$ cat src/rtl/tcc_pkg.sv
// constants and types shared by the timer/counter compare core
// assumes a single 50 MHz core clock and an 8-bit register port
package tcc_pkg;
	localparam int CLK_HZ      = 50000000;
	localparam int ADDR_W      = 3;
	localparam int DATA_W      = 8;
	localparam int PRESCALE_W  = 10;

	// register indices on the plain register port
	localparam logic [2:0] REG_CTRL_A  = 3'h0;
	localparam logic [2:0] REG_CTRL_B  = 3'h1;
	localparam logic [2:0] REG_COUNT   = 3'h2;
	localparam logic [2:0] REG_CMP_A   = 3'h3;
	localparam logic [2:0] REG_CMP_B   = 3'h4;
	localparam logic [2:0] REG_FLAGS   = 3'h5;
	localparam logic [2:0] REG_MASK    = 3'h6;

	// field positions
	localparam int CA_WAVE_LO  = 0;
	localparam int CA_ACT_B_LO = 4;
	localparam int CA_ACT_A_LO = 6;
	localparam int CB_CS_LO    = 0;
	localparam int CB_WAVE_HI  = 3;
	localparam int CB_FORCE_B  = 6;
	localparam int CB_FORCE_A  = 7;
	localparam int FL_OVF      = 0;
	localparam int FL_MATCH_A  = 1;
	localparam int FL_MATCH_B  = 2;

	// values after reset and counter limits
	localparam logic [7:0] RST_BYTE    = 8'h00;
	localparam logic [2:0] RST_FLAGS   = 3'h0;
	localparam logic [7:0] BOTTOM_VAL  = 8'h00;
	localparam logic [7:0] MAX_VAL     = 8'hFF;
	localparam logic [7:0] CTRL_B_KEEP = 8'h0F;
	localparam logic [PRESCALE_W-1:0] PRE_RST = 10'h000;

	typedef enum logic [2:0] {
		WM_NORMAL     = 3'b000,
		WM_PHASE_MAX  = 3'b001,
		WM_CLEAR      = 3'b010,
		WM_FAST_MAX   = 3'b011,
		WM_PHASE_CMPA = 3'b101,
		WM_FAST_CMPA  = 3'b111
	} tcc_mode_type;

	typedef enum logic [2:0] {
		CS_STOP      = 3'h0,
		CS_DIV1      = 3'h1,
		CS_DIV8      = 3'h2,
		CS_DIV64     = 3'h3,
		CS_DIV256    = 3'h4,
		CS_DIV1024   = 3'h5,
		CS_EXT_FALL  = 3'h6,
		CS_EXT_RISE  = 3'h7
	} tcc_cs_type;

	typedef enum logic [1:0] {
		ACT_NONE   = 2'h0,
		ACT_TOGGLE = 2'h1,
		ACT_CLEAR  = 2'h2,
		ACT_SET    = 2'h3
	} tcc_action_type;
endpackage

$ cat src/rtl/tcc_cmp_if.sv
// shared signals from the counter unit to the compare units
// assumes one driver (the core) and any number of compare units
`timescale 1ns/1ns
interface tcc_cmp_if;
	logic       tick;
	logic [7:0] count_value;
	logic       buffered;
	logic       load;
	modport core (output tick, output count_value, output buffered, output load);
	modport unit (input tick, input count_value, input buffered, input load);
endinterface

$ cat src/rtl/tcc_core.sv
// eight-bit timer core: counter unit, two compare units, compare output stage
// assumes a register master on core_clk; port data and direction come from same clock
//
// Local design decisions: strobed register access and the register offsets.
`timescale 1ns/1ns
module tcc_core
(
	input  wire logic                       core_clk,
	input  wire logic                       rst_n,
	input  wire logic                       clk_en,
	input  wire logic [tcc_pkg::ADDR_W-1:0] reg_addr,
	input  wire logic [tcc_pkg::DATA_W-1:0] reg_wdata,
	input  wire logic                       reg_wr,
	input  wire logic                       reg_rd,
	output logic      [tcc_pkg::DATA_W-1:0] reg_rdata,
	input  wire logic                       external_count_pin,
	input  wire logic                       int_ack_overflow,
	input  wire logic                       int_ack_match_a,
	input  wire logic                       int_ack_match_b,
	input  wire logic                       port_data_a,
	input  wire logic                       port_data_b,
	input  wire logic                       port_dir_a,
	input  wire logic                       port_dir_b,
	output logic                            irq_overflow,
	output logic                            irq_match_a,
	output logic                            irq_match_b,
	output logic                            compare_output_a_o,
	output logic                            compare_output_a_oe,
	output logic                            compare_output_b_o,
	output logic                            compare_output_b_oe
);
	import tcc_pkg::*;

	tcc_cmp_if cmp_bus ();

	logic [7:0] control_reg_a, control_reg_b, count_value, top_value;
	logic [7:0] next_ctrl_a, next_ctrl_b, next_count, next_rdata;
	logic [7:0] cmp_active [2];
	logic [7:0] cmp_read   [2];
	logic [2:0] flags, mask, next_flags, next_mask, clr, waveform_mode;
	logic [1:0] compare_output, next_oc, match, cmp_wr, match_evt, force_evt;
	logic       dir_down, block, next_dir, next_block, timer_tick;
	logic       at_top, at_bottom, ovf_evt, load, wrap, cnt_wr;

	// decoders used by several processes
	function automatic logic is_pwm(input logic [2:0] m);
		return m[0];
	endfunction

	function automatic logic is_fast(input logic [2:0] m);
		return m[1] & m[0];
	endfunction

	// next compare output state of one channel
	function automatic logic next_output(input logic oc, input logic [1:0] act,
		input logic [2:0] m, input logic evt, input logic frc, input logic wrp,
		input logic down, input logic may_toggle);
		logic r;
		r = oc;
		if (is_fast(m))
		begin
			if (wrp && act[1])
				r = ~act[0];
			else if (evt && act[1])
				r = act[0];
			else if (evt && act == ACT_TOGGLE && may_toggle)
				r = ~oc;
		end
		else if (is_pwm(m))
		begin
			if (evt && act[1])
				r = down ^ act[0];
			else if (evt && act == ACT_TOGGLE && may_toggle)
				r = ~oc;
		end
		else if (evt || frc)
		begin
			case (act)
				ACT_TOGGLE: r = ~oc;
				ACT_CLEAR:  r = 1'b0;
				ACT_SET:    r = 1'b1;
				default:    r = oc;
			endcase
		end
		return r;
	endfunction

	tcc_tick_gen u_tick (
		.core_clk            (core_clk),
		.rst_n               (rst_n),
		.clk_en              (clk_en),
		.clock_source_select (control_reg_b[CB_CS_LO+:3]),
		.external_count_pin  (external_count_pin),
		.timer_tick          (timer_tick)
	);

	// waveform mode assembled from both control registers
	assign waveform_mode = {control_reg_b[CB_WAVE_HI], control_reg_a[CA_WAVE_LO+:2]};
	assign top_value     = waveform_mode[2] ? cmp_active[0] : MAX_VAL;
	assign at_top        = (count_value == top_value);
	assign at_bottom     = (count_value == BOTTOM_VAL);
	assign cnt_wr        = reg_wr && (reg_addr == REG_COUNT);
	assign cmp_wr[0]     = reg_wr && (reg_addr == REG_CMP_A);
	assign cmp_wr[1]     = reg_wr && (reg_addr == REG_CMP_B);

	assign cmp_bus.tick        = timer_tick;
	assign cmp_bus.count_value = count_value;
	assign cmp_bus.buffered    = is_pwm(waveform_mode);
	assign cmp_bus.load        = load;

	genvar gi;
	generate
		for (gi = 0; gi < 2; gi++)
		begin : g_cmp
			tcc_compare_unit u_cmp (
				.core_clk      (core_clk),
				.rst_n         (rst_n),
				.clk_en        (clk_en),
				.cmp_bus       (cmp_bus.unit),
				.wr_en         (cmp_wr[gi]),
				.wr_data       (reg_wdata),
				.compare_value (cmp_active[gi]),
				.read_value    (cmp_read[gi]),
				.match         (match[gi])
			);
			// a match counts on a tick unless a counter write blocks it
			assign match_evt[gi] = timer_tick && match[gi] && !block;
			// force strobes only work outside PWM modes
			assign force_evt[gi] = reg_wr && (reg_addr == REG_CTRL_B)
				&& reg_wdata[CB_FORCE_A - gi] && !is_pwm(waveform_mode);
		end
	endgenerate

	// counter sequence per mode; a software write overrides it
	always_comb
	begin
		next_count = count_value;
		next_dir   = dir_down;
		ovf_evt    = 1'b0;
		load       = 1'b0;
		wrap       = 1'b0;
		if (timer_tick)
		begin
			case (waveform_mode)
				WM_FAST_MAX, WM_FAST_CMPA:
				begin
					if (at_top)
					begin
						next_count = BOTTOM_VAL;
						ovf_evt    = 1'b1;
						load       = 1'b1;
						wrap       = 1'b1;
					end
					else
						next_count = count_value + 8'h01;
				end
				WM_PHASE_MAX, WM_PHASE_CMPA:
				begin
					if (dir_down)
					begin
						if (at_bottom)
						begin
							next_dir   = 1'b0;
							ovf_evt    = 1'b1;
							next_count = at_top ? BOTTOM_VAL : count_value + 8'h01;
						end
						else
							next_count = count_value - 8'h01;
					end
					else if (at_top)
					begin
						next_dir   = 1'b1;
						load       = 1'b1;
						next_count = at_bottom ? BOTTOM_VAL : count_value - 8'h01;
					end
					else
						next_count = count_value + 8'h01;
				end
				WM_CLEAR:
				begin
					ovf_evt    = (count_value == MAX_VAL);
					next_count = match[0] ? BOTTOM_VAL : count_value + 8'h01;
				end
				default:
				begin
					ovf_evt    = (count_value == MAX_VAL);
					next_count = count_value + 8'h01;
				end
			endcase
		end
		// a write blocks matches on the next tick, which clears the block
		next_block = block && !timer_tick;
		if (cnt_wr)
		begin
			next_count = reg_wdata;
			next_block = 1'b1;
		end
	end

	// flags: hardware set wins over a clear in the same cycle
	always_comb
	begin
		clr[FL_OVF]     = int_ack_overflow;
		clr[FL_MATCH_A] = int_ack_match_a;
		clr[FL_MATCH_B] = int_ack_match_b;
		if (reg_wr && (reg_addr == REG_FLAGS))
			clr = clr | reg_wdata[2:0];
		next_flags             = flags & ~clr;
		next_flags[FL_OVF]     = next_flags[FL_OVF] | ovf_evt;
		next_flags[FL_MATCH_A] = next_flags[FL_MATCH_A] | match_evt[0];
		next_flags[FL_MATCH_B] = next_flags[FL_MATCH_B] | match_evt[1];
		next_mask              = mask;
		if (reg_wr && (reg_addr == REG_MASK))
			next_mask = reg_wdata[2:0];
	end

	// control registers; force strobes read back as zero
	always_comb
	begin
		next_ctrl_a = control_reg_a;
		next_ctrl_b = control_reg_b;
		if (reg_wr && (reg_addr == REG_CTRL_A))
			next_ctrl_a = reg_wdata;
		if (reg_wr && (reg_addr == REG_CTRL_B))
			next_ctrl_b = reg_wdata & CTRL_B_KEEP;
	end

	// compare output state; action bits act at once, no buffering
	always_comb
	begin
		next_oc[0] = next_output(compare_output[0], control_reg_a[CA_ACT_A_LO+:2],
			waveform_mode, match_evt[0], force_evt[0], wrap, dir_down,
			waveform_mode[2]);
		next_oc[1] = next_output(compare_output[1], control_reg_a[CA_ACT_B_LO+:2],
			waveform_mode, match_evt[1], force_evt[1], wrap, dir_down, 1'b0);
	end

	// read mux; data stand only in the cycle after the strobe
	always_comb
	begin
		next_rdata = RST_BYTE;
		if (reg_rd)
		begin
			case (reg_addr)
				REG_CTRL_A: next_rdata = control_reg_a;
				REG_CTRL_B: next_rdata = control_reg_b;
				REG_COUNT:  next_rdata = count_value;
				REG_CMP_A:  next_rdata = cmp_read[0];
				REG_CMP_B:  next_rdata = cmp_read[1];
				REG_FLAGS:  next_rdata = {5'h00, flags};
				REG_MASK:   next_rdata = {5'h00, mask};
				default:    next_rdata = RST_BYTE;
			endcase
		end
	end

	// all state registers; interrupt outputs registered from next flags and mask, pin outputs from current state
	always_ff @(posedge core_clk)
	begin
		if (!rst_n)
		begin
			control_reg_a       <= RST_BYTE;
			control_reg_b       <= RST_BYTE;
			count_value         <= RST_BYTE;
			flags               <= RST_FLAGS;
			mask                <= RST_FLAGS;
			dir_down            <= 1'b0;
			block               <= 1'b0;
			compare_output      <= 2'h0;
			reg_rdata           <= RST_BYTE;
			irq_overflow        <= 1'b0;
			irq_match_a         <= 1'b0;
			irq_match_b         <= 1'b0;
			compare_output_a_o  <= 1'b0;
			compare_output_a_oe <= 1'b0;
			compare_output_b_o  <= 1'b0;
			compare_output_b_oe <= 1'b0;
		end
		else if (clk_en)
		begin
			control_reg_a       <= next_ctrl_a;
			control_reg_b       <= next_ctrl_b;
			count_value         <= next_count;
			flags               <= next_flags;
			mask                <= next_mask;
			dir_down            <= next_dir;
			block               <= next_block;
			compare_output      <= next_oc;
			reg_rdata           <= next_rdata;
			irq_overflow        <= next_flags[FL_OVF] & next_mask[FL_OVF];
			irq_match_a         <= next_flags[FL_MATCH_A] & next_mask[FL_MATCH_A];
			irq_match_b         <= next_flags[FL_MATCH_B] & next_mask[FL_MATCH_B];
			// override port data while an action is selected
			compare_output_a_o  <= (|control_reg_a[CA_ACT_A_LO+:2]) ?
				compare_output[0] : port_data_a;
			compare_output_b_o  <= (|control_reg_a[CA_ACT_B_LO+:2]) ?
				compare_output[1] : port_data_b;
			compare_output_a_oe <= port_dir_a;
			compare_output_b_oe <= port_dir_b;
		end
	end
endmodule

$ cat src/rtl/tcc_tick_gen.sv
// timer tick source: free running prescaler and external count pin edge detect
// assumes external_count_pin is asynchronous to core_clk
`timescale 1ns/1ns
module tcc_tick_gen
	import tcc_pkg::*;
(
	input  wire logic       core_clk,
	input  wire logic       rst_n,
	input  wire logic       clk_en,
	input  wire logic [2:0] clock_source_select,
	input  wire logic       external_count_pin,
	output logic            timer_tick
);
	logic [PRESCALE_W-1:0] pre;
	logic [PRESCALE_W-1:0] next_pre;
	logic [2:0]            pin_sync;
	logic [2:0]            next_pin_sync;
	logic                  next_tick;

	// prescaler taps fire when the low bits are all ones; pin edge on stages 2 and 3
	always_comb
	begin
		next_pre      = pre + 10'h001;
		next_pin_sync = {pin_sync[1:0], external_count_pin};
		case (clock_source_select)
			CS_STOP:     next_tick = 1'b0;
			CS_DIV1:     next_tick = 1'b1;
			CS_DIV8:     next_tick = &pre[2:0];
			CS_DIV64:    next_tick = &pre[5:0];
			CS_DIV256:   next_tick = &pre[7:0];
			CS_DIV1024:  next_tick = &pre[9:0];
			CS_EXT_FALL: next_tick = pin_sync[2] & ~pin_sync[1];
			CS_EXT_RISE: next_tick = ~pin_sync[2] & pin_sync[1];
			default:     next_tick = 1'b0;
		endcase
	end

	// register stage; first synchroniser flop feeds only the second
	always_ff @(posedge core_clk)
	begin
		if (!rst_n)
		begin
			pre        <= PRE_RST;
			pin_sync   <= 3'h0;
			timer_tick <= 1'b0;
		end
		else if (clk_en)
		begin
			pre        <= next_pre;
			pin_sync   <= next_pin_sync;
			timer_tick <= next_tick;
		end
	end
endmodule

$ cat src/rtl/tcc_compare_unit.sv
// one output compare unit: buffer register, active compare register, comparator
// assumes the core drives the shared compare bus and a one-cycle write strobe
`timescale 1ns/1ns
module tcc_compare_unit
	import tcc_pkg::*;
(
	input  wire logic  core_clk,
	input  wire logic  rst_n,
	input  wire logic  clk_en,
	tcc_cmp_if.unit    cmp_bus,
	input  wire logic  wr_en,
	input  wire logic [7:0] wr_data,
	output logic [7:0] compare_value,
	output logic [7:0] read_value,
	output logic       match
);
	logic [7:0] buffer_value;
	logic [7:0] next_buffer;
	logic [7:0] next_compare;

	// buffered writes land in the buffer; otherwise both take the value
	// a load beside a write still takes the old buffer, so no period mixes values
	always_comb
	begin
		next_buffer  = buffer_value;
		next_compare = compare_value;
		if (wr_en)
			next_buffer = wr_data;
		if (wr_en && !cmp_bus.buffered)
			next_compare = wr_data;
		else if (cmp_bus.buffered && cmp_bus.load && cmp_bus.tick)
			next_compare = buffer_value;
	end

	always_ff @(posedge core_clk)
	begin
		if (!rst_n)
		begin
			buffer_value  <= RST_BYTE;
			compare_value <= RST_BYTE;
		end
		else if (clk_en)
		begin
			buffer_value  <= next_buffer;
			compare_value <= next_compare;
		end
	end

	// comparator runs all the time, gating by tick is the core's job
	assign match      = (cmp_bus.count_value == compare_value);
	assign read_value = cmp_bus.buffered ? buffer_value : compare_value;
endmodule

$ cat config.mk
export PLATFORM = sky130hd
export DESIGN_NAME = tcc_core
export DESIGN_NICKNAME = d
export VERILOG_FILES = /design/src/rtl/tcc_pkg.sv /design/src/rtl/tcc_cmp_if.sv /design/src/rtl/tcc_core.sv /design/src/rtl/tcc_tick_gen.sv /design/src/rtl/tcc_compare_unit.sv
export SDC_FILE = /design/constraint.sdc
export NUM_CORES = 1
export LEC_CHECK = 0
export BUFFER_PORTS_ARGS = -buffer_cell sky130_fd_sc_hd__buf_2
export CORE_ASPECT_RATIO = 1.2
export CORE_UTILIZATION = 30
export CTS_CLUSTER_SIZE = 20
export DETAILED_ROUTE_END_ITERATION = 10
export PLACE_DENSITY = 0.55
export SYNTH_ARGS = -nofsm -noshare
export SYNTH_HDL_FRONTEND = slang
export SYNTH_SLANG_ARGS = --single-unit
$ cat constraint.sdc
create_clock -name core_clk -period 3.8 [get_ports core_clk]
set_clock_uncertainty 0.05 [all_clocks]
set_input_delay 0.38 -clock core_clk [delete_from_list [all_inputs] [get_ports core_clk]]
set_output_delay 0.38 -clock core_clk [all_outputs]
set_load 0.03 [all_outputs]
# After elaboration in Yosys (flattened, before gate mapping)

Index checks and enable logic that the tools add are counted.

Flip-flop bits (word level): 91
Input port bits: 24
Output and inout port bits: 15
Logic and storage cells: 187

Add/subtract/negate cells: 3
Equality and inequality tests: 30
Mux-type cells: 51
Bitwise gates (word level): 20
Reduce and logical (&&, ||, !) cells: 59

Operators by type and width:

| kind                  | count |
|---|---|
| $mux 8                | 16 |
| $pmux 8 s7            | 1 |
| $eq 3x3->1 const B    | 9 |
| $logic_and 1x1->1     | 26 |
| $mux 1                | 26 |
| $eq 8x8->1            | 3 |
| $pmux 8 s3            | 1 |
| $eq 3x2->1 const B    | 6 |
| $reduce_and 2->1      | 7 |
| $add 10x1->10 const B | 1 |
| $reduce_and 10->1     | 1 |
| $reduce_bool 5->1     | 2 |
| $eq 3x1->1 const B    | 3 |
| $reduce_and 3->1      | 3 |
| $add 8x1->8 const B   | 1 |
| $eq 2x2->1 const B    | 4 |
| $eq 8x8->1 const B    | 1 |
| $logic_not 8->1       | 1 |
| $pmux 1 s8            | 1 |
| $reduce_and 8->1      | 1 |
| $reduce_or 2->1       | 4 |
| $sub 8x1->8 const B   | 1 |
| $and 1x1->1           | 6 |
| $logic_not 3->1       | 2 |
| 17 further kinds      | 36 |

# Depth between registers and ports, before layout

Gate-level depths: netlist (run 1).

Depth in word-level cells: 10
Mapped depth: 10
Depth with buffers taken out: 8

# By module

A second synthesis (run 1) with hierarchy kept.

Cells, all modules: 722
Area total of the unflattened synthesis: 5884.4 um^2

By module, submodules not included:

| module           | times used | cells each | area each (um^2) | seq. area each (um^2) |
|---|---|---|---|---|
| tcc_core         | 1          | 430        | 3308.2           | 900.9 |
| tcc_compare_unit | 2          | 112        | 947.2            | 320.3 |
| tcc_tick_gen     | 1          | 68         | 681.9            | 280.3 |

# Least setup slack after synthesis (run 1)

Ideal clock, no wire load.

Kind: register to register
Start point: reg count_value[0] (netlist: cmp_bus.count_value[0])
End point: reg count_value[2] (netlist: cmp_bus.count_value[2])
Setup time: 0.119 ns
Arrival: 1.948 ns
Required time: 3.631 ns
Setup slack: 1.684 ns
Cell stages (with the launch flop): 9
Buffers on the path: 1
Period minus slack after synthesis: 2.116 ns
Cells stage by stage: dfxtp_1 > buf_2 > xnor2_2 > o2111ai_2 > or4_4 > o21ai_1 > a221oi_1 > o21a_1 > o221a_1

Word-level cells in the longest chain between the ends: 7
Elaborated cells between the ends (all ways): 14
Classes of those cells: add/sub: 2; eq/ne: 2; mux: 9; reduce/logical: 1

Ends and longest elaborated chain:

| item                                      | line                                              | RTL |
|---|---|---|
| start: declaration                        | tcc_core.sv:36                                    | `logic [7:0] control_reg_a, control_reg_b, count_value, top_value;` |
| start signal: assignment                  | tcc_core.sv:283                                   | `count_value <= next_count;` |
| $sub 8x1->8, or another cell as far along | tcc_core.sv:168, tcc_core.sv:174                  |  |
| $mux 8 (on tied branches)                 | tcc_core.sv:174, tcc_core.sv:147, tcc_core.sv:165 |  |
| $mux 8 (on tied branches)                 | tcc_core.sv:170, tcc_core.sv:161                  |  |
| $mux 8                                    | tcc_core.sv:159                                   | `if (dir_down)` |
| $pmux 8 s3 (*)                            | tcc_core.sv:144                                   | `case (waveform_mode)` |
| $mux 8 (*)                                | tcc_core.sv:142                                   | `if (timer_tick)` |
| $mux 8 (*)                                | tcc_core.sv:193                                   | `if (cnt_wr)` |

Mark *: on every way between the ends. The rest lies on a longest branch, timed or not. The select of a mux whose other input is x is not followed.
A chain may end at the register's enable or synchronous reset.

# Worst setup path in the final report (run 1)

Start point: reg count_value[3] (netlist: cmp_bus.count_value[3])
End point: reg g_cmp[1].u_cmp.compare_value[3]

Word-level cells in the longest chain between the ends: 9

Ends and longest elaborated chain:

| item                               | line                             | RTL |
|---|---|---|
| $eq 8x8->1 (*)                     | tcc_core.sv:100                  | `assign at_top = (count_value == top_value);` |
| $mux 1 (*)                         | tcc_core.sv:147, tcc_core.sv:170 |  |
| $mux 1                             | tcc_core.sv:159                  |  |
| $pmux 1 s2 (*)                     | tcc_core.sv:144                  |  |
| $mux 1 (*)                         | tcc_core.sv:142                  |  |
| $logic_and 1x1->1 (*) (2 in a row) | tcc_compare_unit.sv:31           | `else if (cmp_bus.buffered && cmp_bus.load && cmp_bus.tick)` |
| $reduce_bool 2->1 (no line) (*)    | --                               |  |
| $reduce_and 2->1 (no line) (*)     | --                               |  |
| end signal: assignment             | tcc_compare_unit.sv:45           | `compare_value <= next_compare;` |
| end: declaration                   | tcc_compare_unit.sv:13           | `output logic [7:0] compare_value,` |

Mark *: on every way between the ends. The rest lies on a longest branch, timed or not.

==> run metrics, run 1 <==
WS Path Type=reg2reg; io pins=39; initial detailed-routing violation count=260; CTS Buf Count=9; crit path launch type=register; final antenna-violating net count=0; Clock transition at path regs=0.07 ns; post-CTS setup buffer count=0; wire per inst=18.6 um; Root Buffer=clkbuf_16; Top Layer Used=met4; Cell Pwr Density=361 mW/mm2; design area=0.00605 mm2; Worst Hold Class=in2reg; clk_lat worst skew=0.34 ns; Synth top area share=33.3%; Peak Freq=377 MHz; DR vias/cell=5.51; final cell count without fillers=898; RSZ-0062 raised after global routing=false; Final Hold Viols=0; Clock Tree Buf Depth=2; average size of a mapped cell=8.17 um2; Cell Area, Synth=0.00548 mm2; HPWL after DPL=11700 um; Placed Area=0.00575 mm2; Site Rows=53; All-Layer GR Usage=18.1%; area delta synth->final=10.5%; CP Max Fanout=16; Starting Density=30.9%; final worst setup slack=1.15 ns; Inst Count DP=881; Met2 Wirelength=7890 um; met1 wire length=7390 um; commonest non-fill, non-tap cell in the layout=nor2_1; Hold Crit Endpoint=u_tick.pin_sync[0]; static leakage=0.00216 uW; period utilization=69.8%; VDD IR-drop max=0.210 mV; register area share after synthesis=33.3%; Yosys cell types=75; syn nets=701; largest net degree at the start of global routing=57; leading area contributor after synthesis=dfxtp_1; fin crit period=2.65 ns; Max Cap Viol=0; cts repair resizes=0; endpoints failing setup=0; CP Capture Type=register; Final Max Slew Viols=0; Final nets=703; RePlAce Congestion=0.954; R2R Path Start=cmp_bus.count_value[3]; iteration count of the initial detailed-routing pass=11; CP required=4.00 ns; initial antenna violation count=0; Die W=125 um; global-route wire length before repair=26500 um; CTS Sinks=91; worst hold start=external_count_pin; number of global-route vias before repair=4818; die height=150 um; Post-synth ARST share=0%; Final Routed Wirelength=16700 um; total gr overflow=0; actual slew at the worst max-slew pin=0.988 ns; status=finished, violations left; relative slew slack=34.0%; H-Tree Depth=3; drc violations=4; Arr. time, crit path=2.86 ns; synthesized netlist cell count=670; setup TNS=0 ns; Vias=4952; TritonCTS clock tree=done; count of state elements after synthesis=91; buffers added on ports=38; CTS Hold Bufs=0; worst hold path depth=3; setup slack, reg-to-reg=1.15 ns; most frequent cells in the layout=nor2_1, dfxtp_1, mux2i_1; top_reg_cell synth=dfxtp_1; layout cell share with drive strength beyond 1=12.6%; met3 WL=742 um; Crit Reg-Reg Endpoint=g_cmp[1].u_cmp.compare_value[3]; failing checks=design-rule violations; ranking of synthesized cells by area=dfxtp_1, mux2i_1, nor2_1, nand2_1, a21oi_1; YS warnings=0; Post-synth EDFFs=0; die area=0.0188 mm2; CORE AREA=0.0177 mm2; Worst Reg-to-Reg Cells=6; Setup WS pre-CTS=1.19 ns
-- per-stage QoR --
step	total power, uW	hold slack, ns	utilization, %
2_1_floorplan	1190	0.405	-
3_3_place_gp	1270	0.408	32.5
3_5_place_dp	1270	0.407	32.5
4_1_cts	2200	0.219	34.2
5_1_grt	2270	0.245	34.2
6_report	2190	0.224	34.2
-- worst max path at each step --
stage,start,to,slack (ns),cells past startpoint
floorplan,cmp_bus.count_value[0],cmp_bus.count_value[2],1.68,8
global placement,reg_addr[1],cmp_bus.count_value[7],1.18,7
detailed placement,reg_addr[1],cmp_bus.count_value[7],1.19,7
CTS,cmp_bus.count_value[3],g_cmp[1].u_cmp.compare_value[3],1.18,6
global route,cmp_bus.count_value[5],g_cmp[1].u_cmp.compare_value[3],0.93,7
finish,cmp_bus.count_value[3],g_cmp[1].u_cmp.compare_value[3],1.15,6
-- area by class of cell --
type / instances / area, um2
fillers: 1836 / 11700
multi-input cells: 506 / 3350
flip-flops and latches: 91 / 1820
well taps: 220 / 275
clock buffers: 11 / 243
repair buffers: 42 / 220
inverters: 22 / 82.6
clock inverters: 5 / 60.1
diodes: 1 / 2.50
-- Yosys cell counts, types with 5 or more instances --
master,number
a21oi_1,38
xor2_1,7
clkbuf_1,32
xnor2_1,15
a311oi_1,5
inv_1,20
and3_1,8
a22oi_1,5
mux2_2,6
nand2b_1,19
a31oi_1,8
a221oi_1,8
a211oi_1,20
dfxtp_1,91
nor3_1,8
nand4_1,8
a21o_1,5
ha_1,7
nand3_1,17
buf_2,12
nor2_1,97
nand2_1,57
o211ai_1,10
o21ai_0,27
mux2i_1,61
-- metal layers --
| metal | vias up | global-route usage [%] |
|---|---|---|
| li1 | 2405 | - |
| met1 | 2345 | 22.1 |
| met2 | 157 | 31.1 |
| met3 | 45 | 3.04 |
| met4 | 0 | 8.78 |
| met5 | - | 0 |
-- critical path, stage by stage, from the launching register on --
cell and delay, ns:
dfxtp_1 0.81, o2111ai_4 0.24, a2111oi_4 0.57, o211a_1 0.32, o21a_4 0.26, nor2_1 0.06
a311oi_1 0.24
-- flip-flops by register name, indices dropped and copies added, names as in the netlist, 2 cells and up --
name,flops
g_cmp.u_cmp.buffer_value,16
g_cmp.u_cmp.compare_value,16
u_tick.pre,10
cmp_bus.count_value,8
control_reg_a,8
reg_rdata,8
control_reg_b,4
flags,3
mask,3
u_tick.pin_sync,3
compare_output,2
-- power by group --
| group | switching [uW] | internal, uW |
|---|---|---|
| clock network | 406 | 533 |
| logic | 160 | 86.0 |
| registers | 29.1 | 974 |
-- cells by family (layout without fill, tap and decap cells) --
family | count (synthesis) | in the layout | share of synthesized area, %
and+or+nand+nor | 236 | 236 | 20.0
muxes | 68 | 68 | 12.8
AOI/OAI and AO/OA | 172 | 172 | 22.9
DFF | 91 | 91 | 33.3
adders and majority gates | 7 | 7 | 1.60
other | 0 | 1 | 0
xor gates and xnor gates | 23 | 23 | 3.82
buffers and inverters | 73 | 80 | 5.62
(Power assumes the default switching activity.)
==> run 2, diff against run 1 <==
==> constraint.sdc (replaced) <==
create_clock -name core_clk -period 2.5 [get_ports core_clk]
set_clock_uncertainty 0.05 [all_clocks]
set_input_delay 0.25 -clock core_clk [delete_from_list [all_inputs] [get_ports core_clk]]
set_output_delay 0.25 -clock core_clk [all_outputs]
set_load 0.03 [all_outputs]
==> run 2 against run 1 <==
Compared with the run above: critical path depth grew 1; largest power group unchanged; worst setup slack worse by 1.0 ns; the flow now finishes without violations; design area grew 4.2%; critical endpoint is now cmp_bus.count_value[5]; critical path type unchanged.
==> run metrics, run 2 (same netlist as run 1, synthesis figures left out) <==
Cell Pwr Density=527 mW/mm2; Die W=125 um; Final Routed Wirelength=16800 um; Worst Hold Class=in2reg; Starting Density=30.9%; NetSw=908 uW; final antenna-violating net count=0; VDD IR-drop max=0.319 mV; Peak Freq=420 MHz; CTS Sinks=91; Crit path max-delay family=simple AND/OR/NAND/NOR gates; RePlAce Congestion=0.862; All-Layer GR Usage=18.1%; RSZ-0062 raised after global routing=false; initial detailed-routing violation count=229; Site Rows=53; Worst Reg-to-Reg Cells=7; Seq pwr share=45.7%; iteration count of the initial detailed-routing pass=7; area delta synth->final=15.2%; Final nets=734; most frequent cells in the layout=nor2_1, dfxtp_1, mux2i_1; TritonCTS clock tree=done; Vias=5029; wire per inst=18.1 um; final worst setup slack=0.121 ns; Setup WS pre-CTS=0.120 ns; critical path's largest stage delay=0.66 ns; status=completed; CORE AREA=0.0177 mm2; CP Max Fanout=6; crit path launch type=register; actual slew at the worst max-slew pin=0.565 ns; Crit Reg-Reg Endpoint=cmp_bus.count_value[5]; clock network power share=41.8%; relative slew slack=62.0%; Final Max Slew Viols=0; die height=150 um; Max Cap Viol=0; R2R Path Start=cmp_bus.count_value[3]; Gate power share=12.5%; Switching Fraction=27.3%; setup TNS=0 ns; global-route wire length before repair=26200 um; DR vias/cell=5.43; HPWL after DPL=12100 um; H-Tree Depth=3; Hold Crit Endpoint=compare_output_a_oe; total gr overflow=0; endpoints failing setup=0; io pins=39; static leakage=0.00232 uW; Final Hold Viols=0; Root Buffer=clkbuf_16; CP Capture Type=register; CTS Hold Bufs=0; buffers added on ports=38; die area=0.0188 mm2; Clock Tree Buf Depth=2; WS Path Type=reg2reg; worst hold start=port_dir_a; worst hold path depth=3; setup slack, reg-to-reg=0.12 ns; ANT cells=0; commonest non-fill, non-tap cell in the layout=nor2_1; CP required=2.68 ns; number of global-route vias before repair=4693; Arr. time, crit path=2.56 ns; layout cell share with drive strength beyond 1=16.5%; slowest stage cell on the critical path=or4_4; fin crit period=2.38 ns; clk_lat worst skew=0.35 ns; Fillers=1797; Clock transition at path regs=0.07 ns; drc violations=0; largest net degree at the start of global routing=42; P_int=2410 uW; initial antenna violation count=0; CP Cell Sequence=nand2b_1 -> nand4_1 -> or4_4 -> o21ai_1 -> a21oi_2 -> a211oi_1 -> o32ai_1; crit path buf inv count=0; CTS Buf Count=9; period utilization=95.1%; largest registers in the final layout=g_cmp.u_cmp.buffer_value x16, g_cmp.u_cmp.compare_value x16, u_tick.pre x10
==> run 2: cell types whose count changed in the layout (fill, tap and decap cells not counted), sizes merged <==
cell / delta
inv: -1
clkinvlp: +1
buf: +31
clkbuf: -1
diode: -1
==> run 2: power groups by stage <==
stage | logic (uW) | clock network (uW) | registers [uW]
after floorplan | 269 | 0 | 1540
after global placement | 411 | 0 | 1550
after detailed placement | 409 | 0 | 1550
after CTS | 411 | 1420 | 1520
after global routing | 448 | 1480 | 1520
final | 415 | 1390 | 1520
==> run 2: stage by stage <==
step	area, um2	utilization (%)	total power (uW)	hold WS, ns	cells
finish	6310	35.6	3320	0.0876	927
global route	6310	35.6	3440	0.0927	927
CTS	6290	35.5	3350	0.0812	926
detailed placement	6000	33.9	1960	0.423	911
global placement	6000	33.9	1960	0.416	911
floorplan	5480	-	1810	0.336	670
==> run 2: how the worst max path moves through the flow <==
stage	start	end	slack, ns	cells after the start
global route	cmp_bus.count_value[3]	cmp_bus.count_value[5]	0.01	7
floorplan	cmp_bus.count_value[0]	cmp_bus.count_value[2]	0.38	8
global placement	cmp_bus.count_value[4]	cmp_bus.count_value[5]	0.12	7
CTS	cmp_bus.count_value[4]	cmp_bus.count_value[5]	0.09	7
finish	cmp_bus.count_value[3]	cmp_bus.count_value[5]	0.12	7
detailed placement	cmp_bus.count_value[4]	cmp_bus.count_value[5]	0.12	7
==> run 2: worst min-delay path, cell delays in order <==
cell,delay (ns)
buf_2,0.08
mux2i_1,0.05
nor2_1,0.07
==> run 2: per-layer routing <==
| metal | routed length, um | vias up | global-route usage [%] |
|---|---|---|---|
| li1 | - | 2468 | - |
| met4 | 471 | 0 | 7.74 |
| met1 | 7410 | 2383 | 22.1 |
| met5 | 0 | - | 0 |
| met2 | 8150 | 142 | 31.5 |
| met3 | 772 | 36 | 3.07 |
==> run 2: timing repair <==
item	4_1_cts	5_1_grt
buffers inserted	0	1
endpoints found under the setup margin	0	17
resized for setup	0	3
==> run 2: cell type report <==
type	instances	area (um2)	area share [%]
timing repair buffer	73	478	7.58
sequential	91	1820	28.9
clock buffer	10	229	3.63
tap	220	275	4.37
clock inverter	5	62.6	0.992
multi-input combinational	506	3360	53.2
inverter	22	82.6	1.31
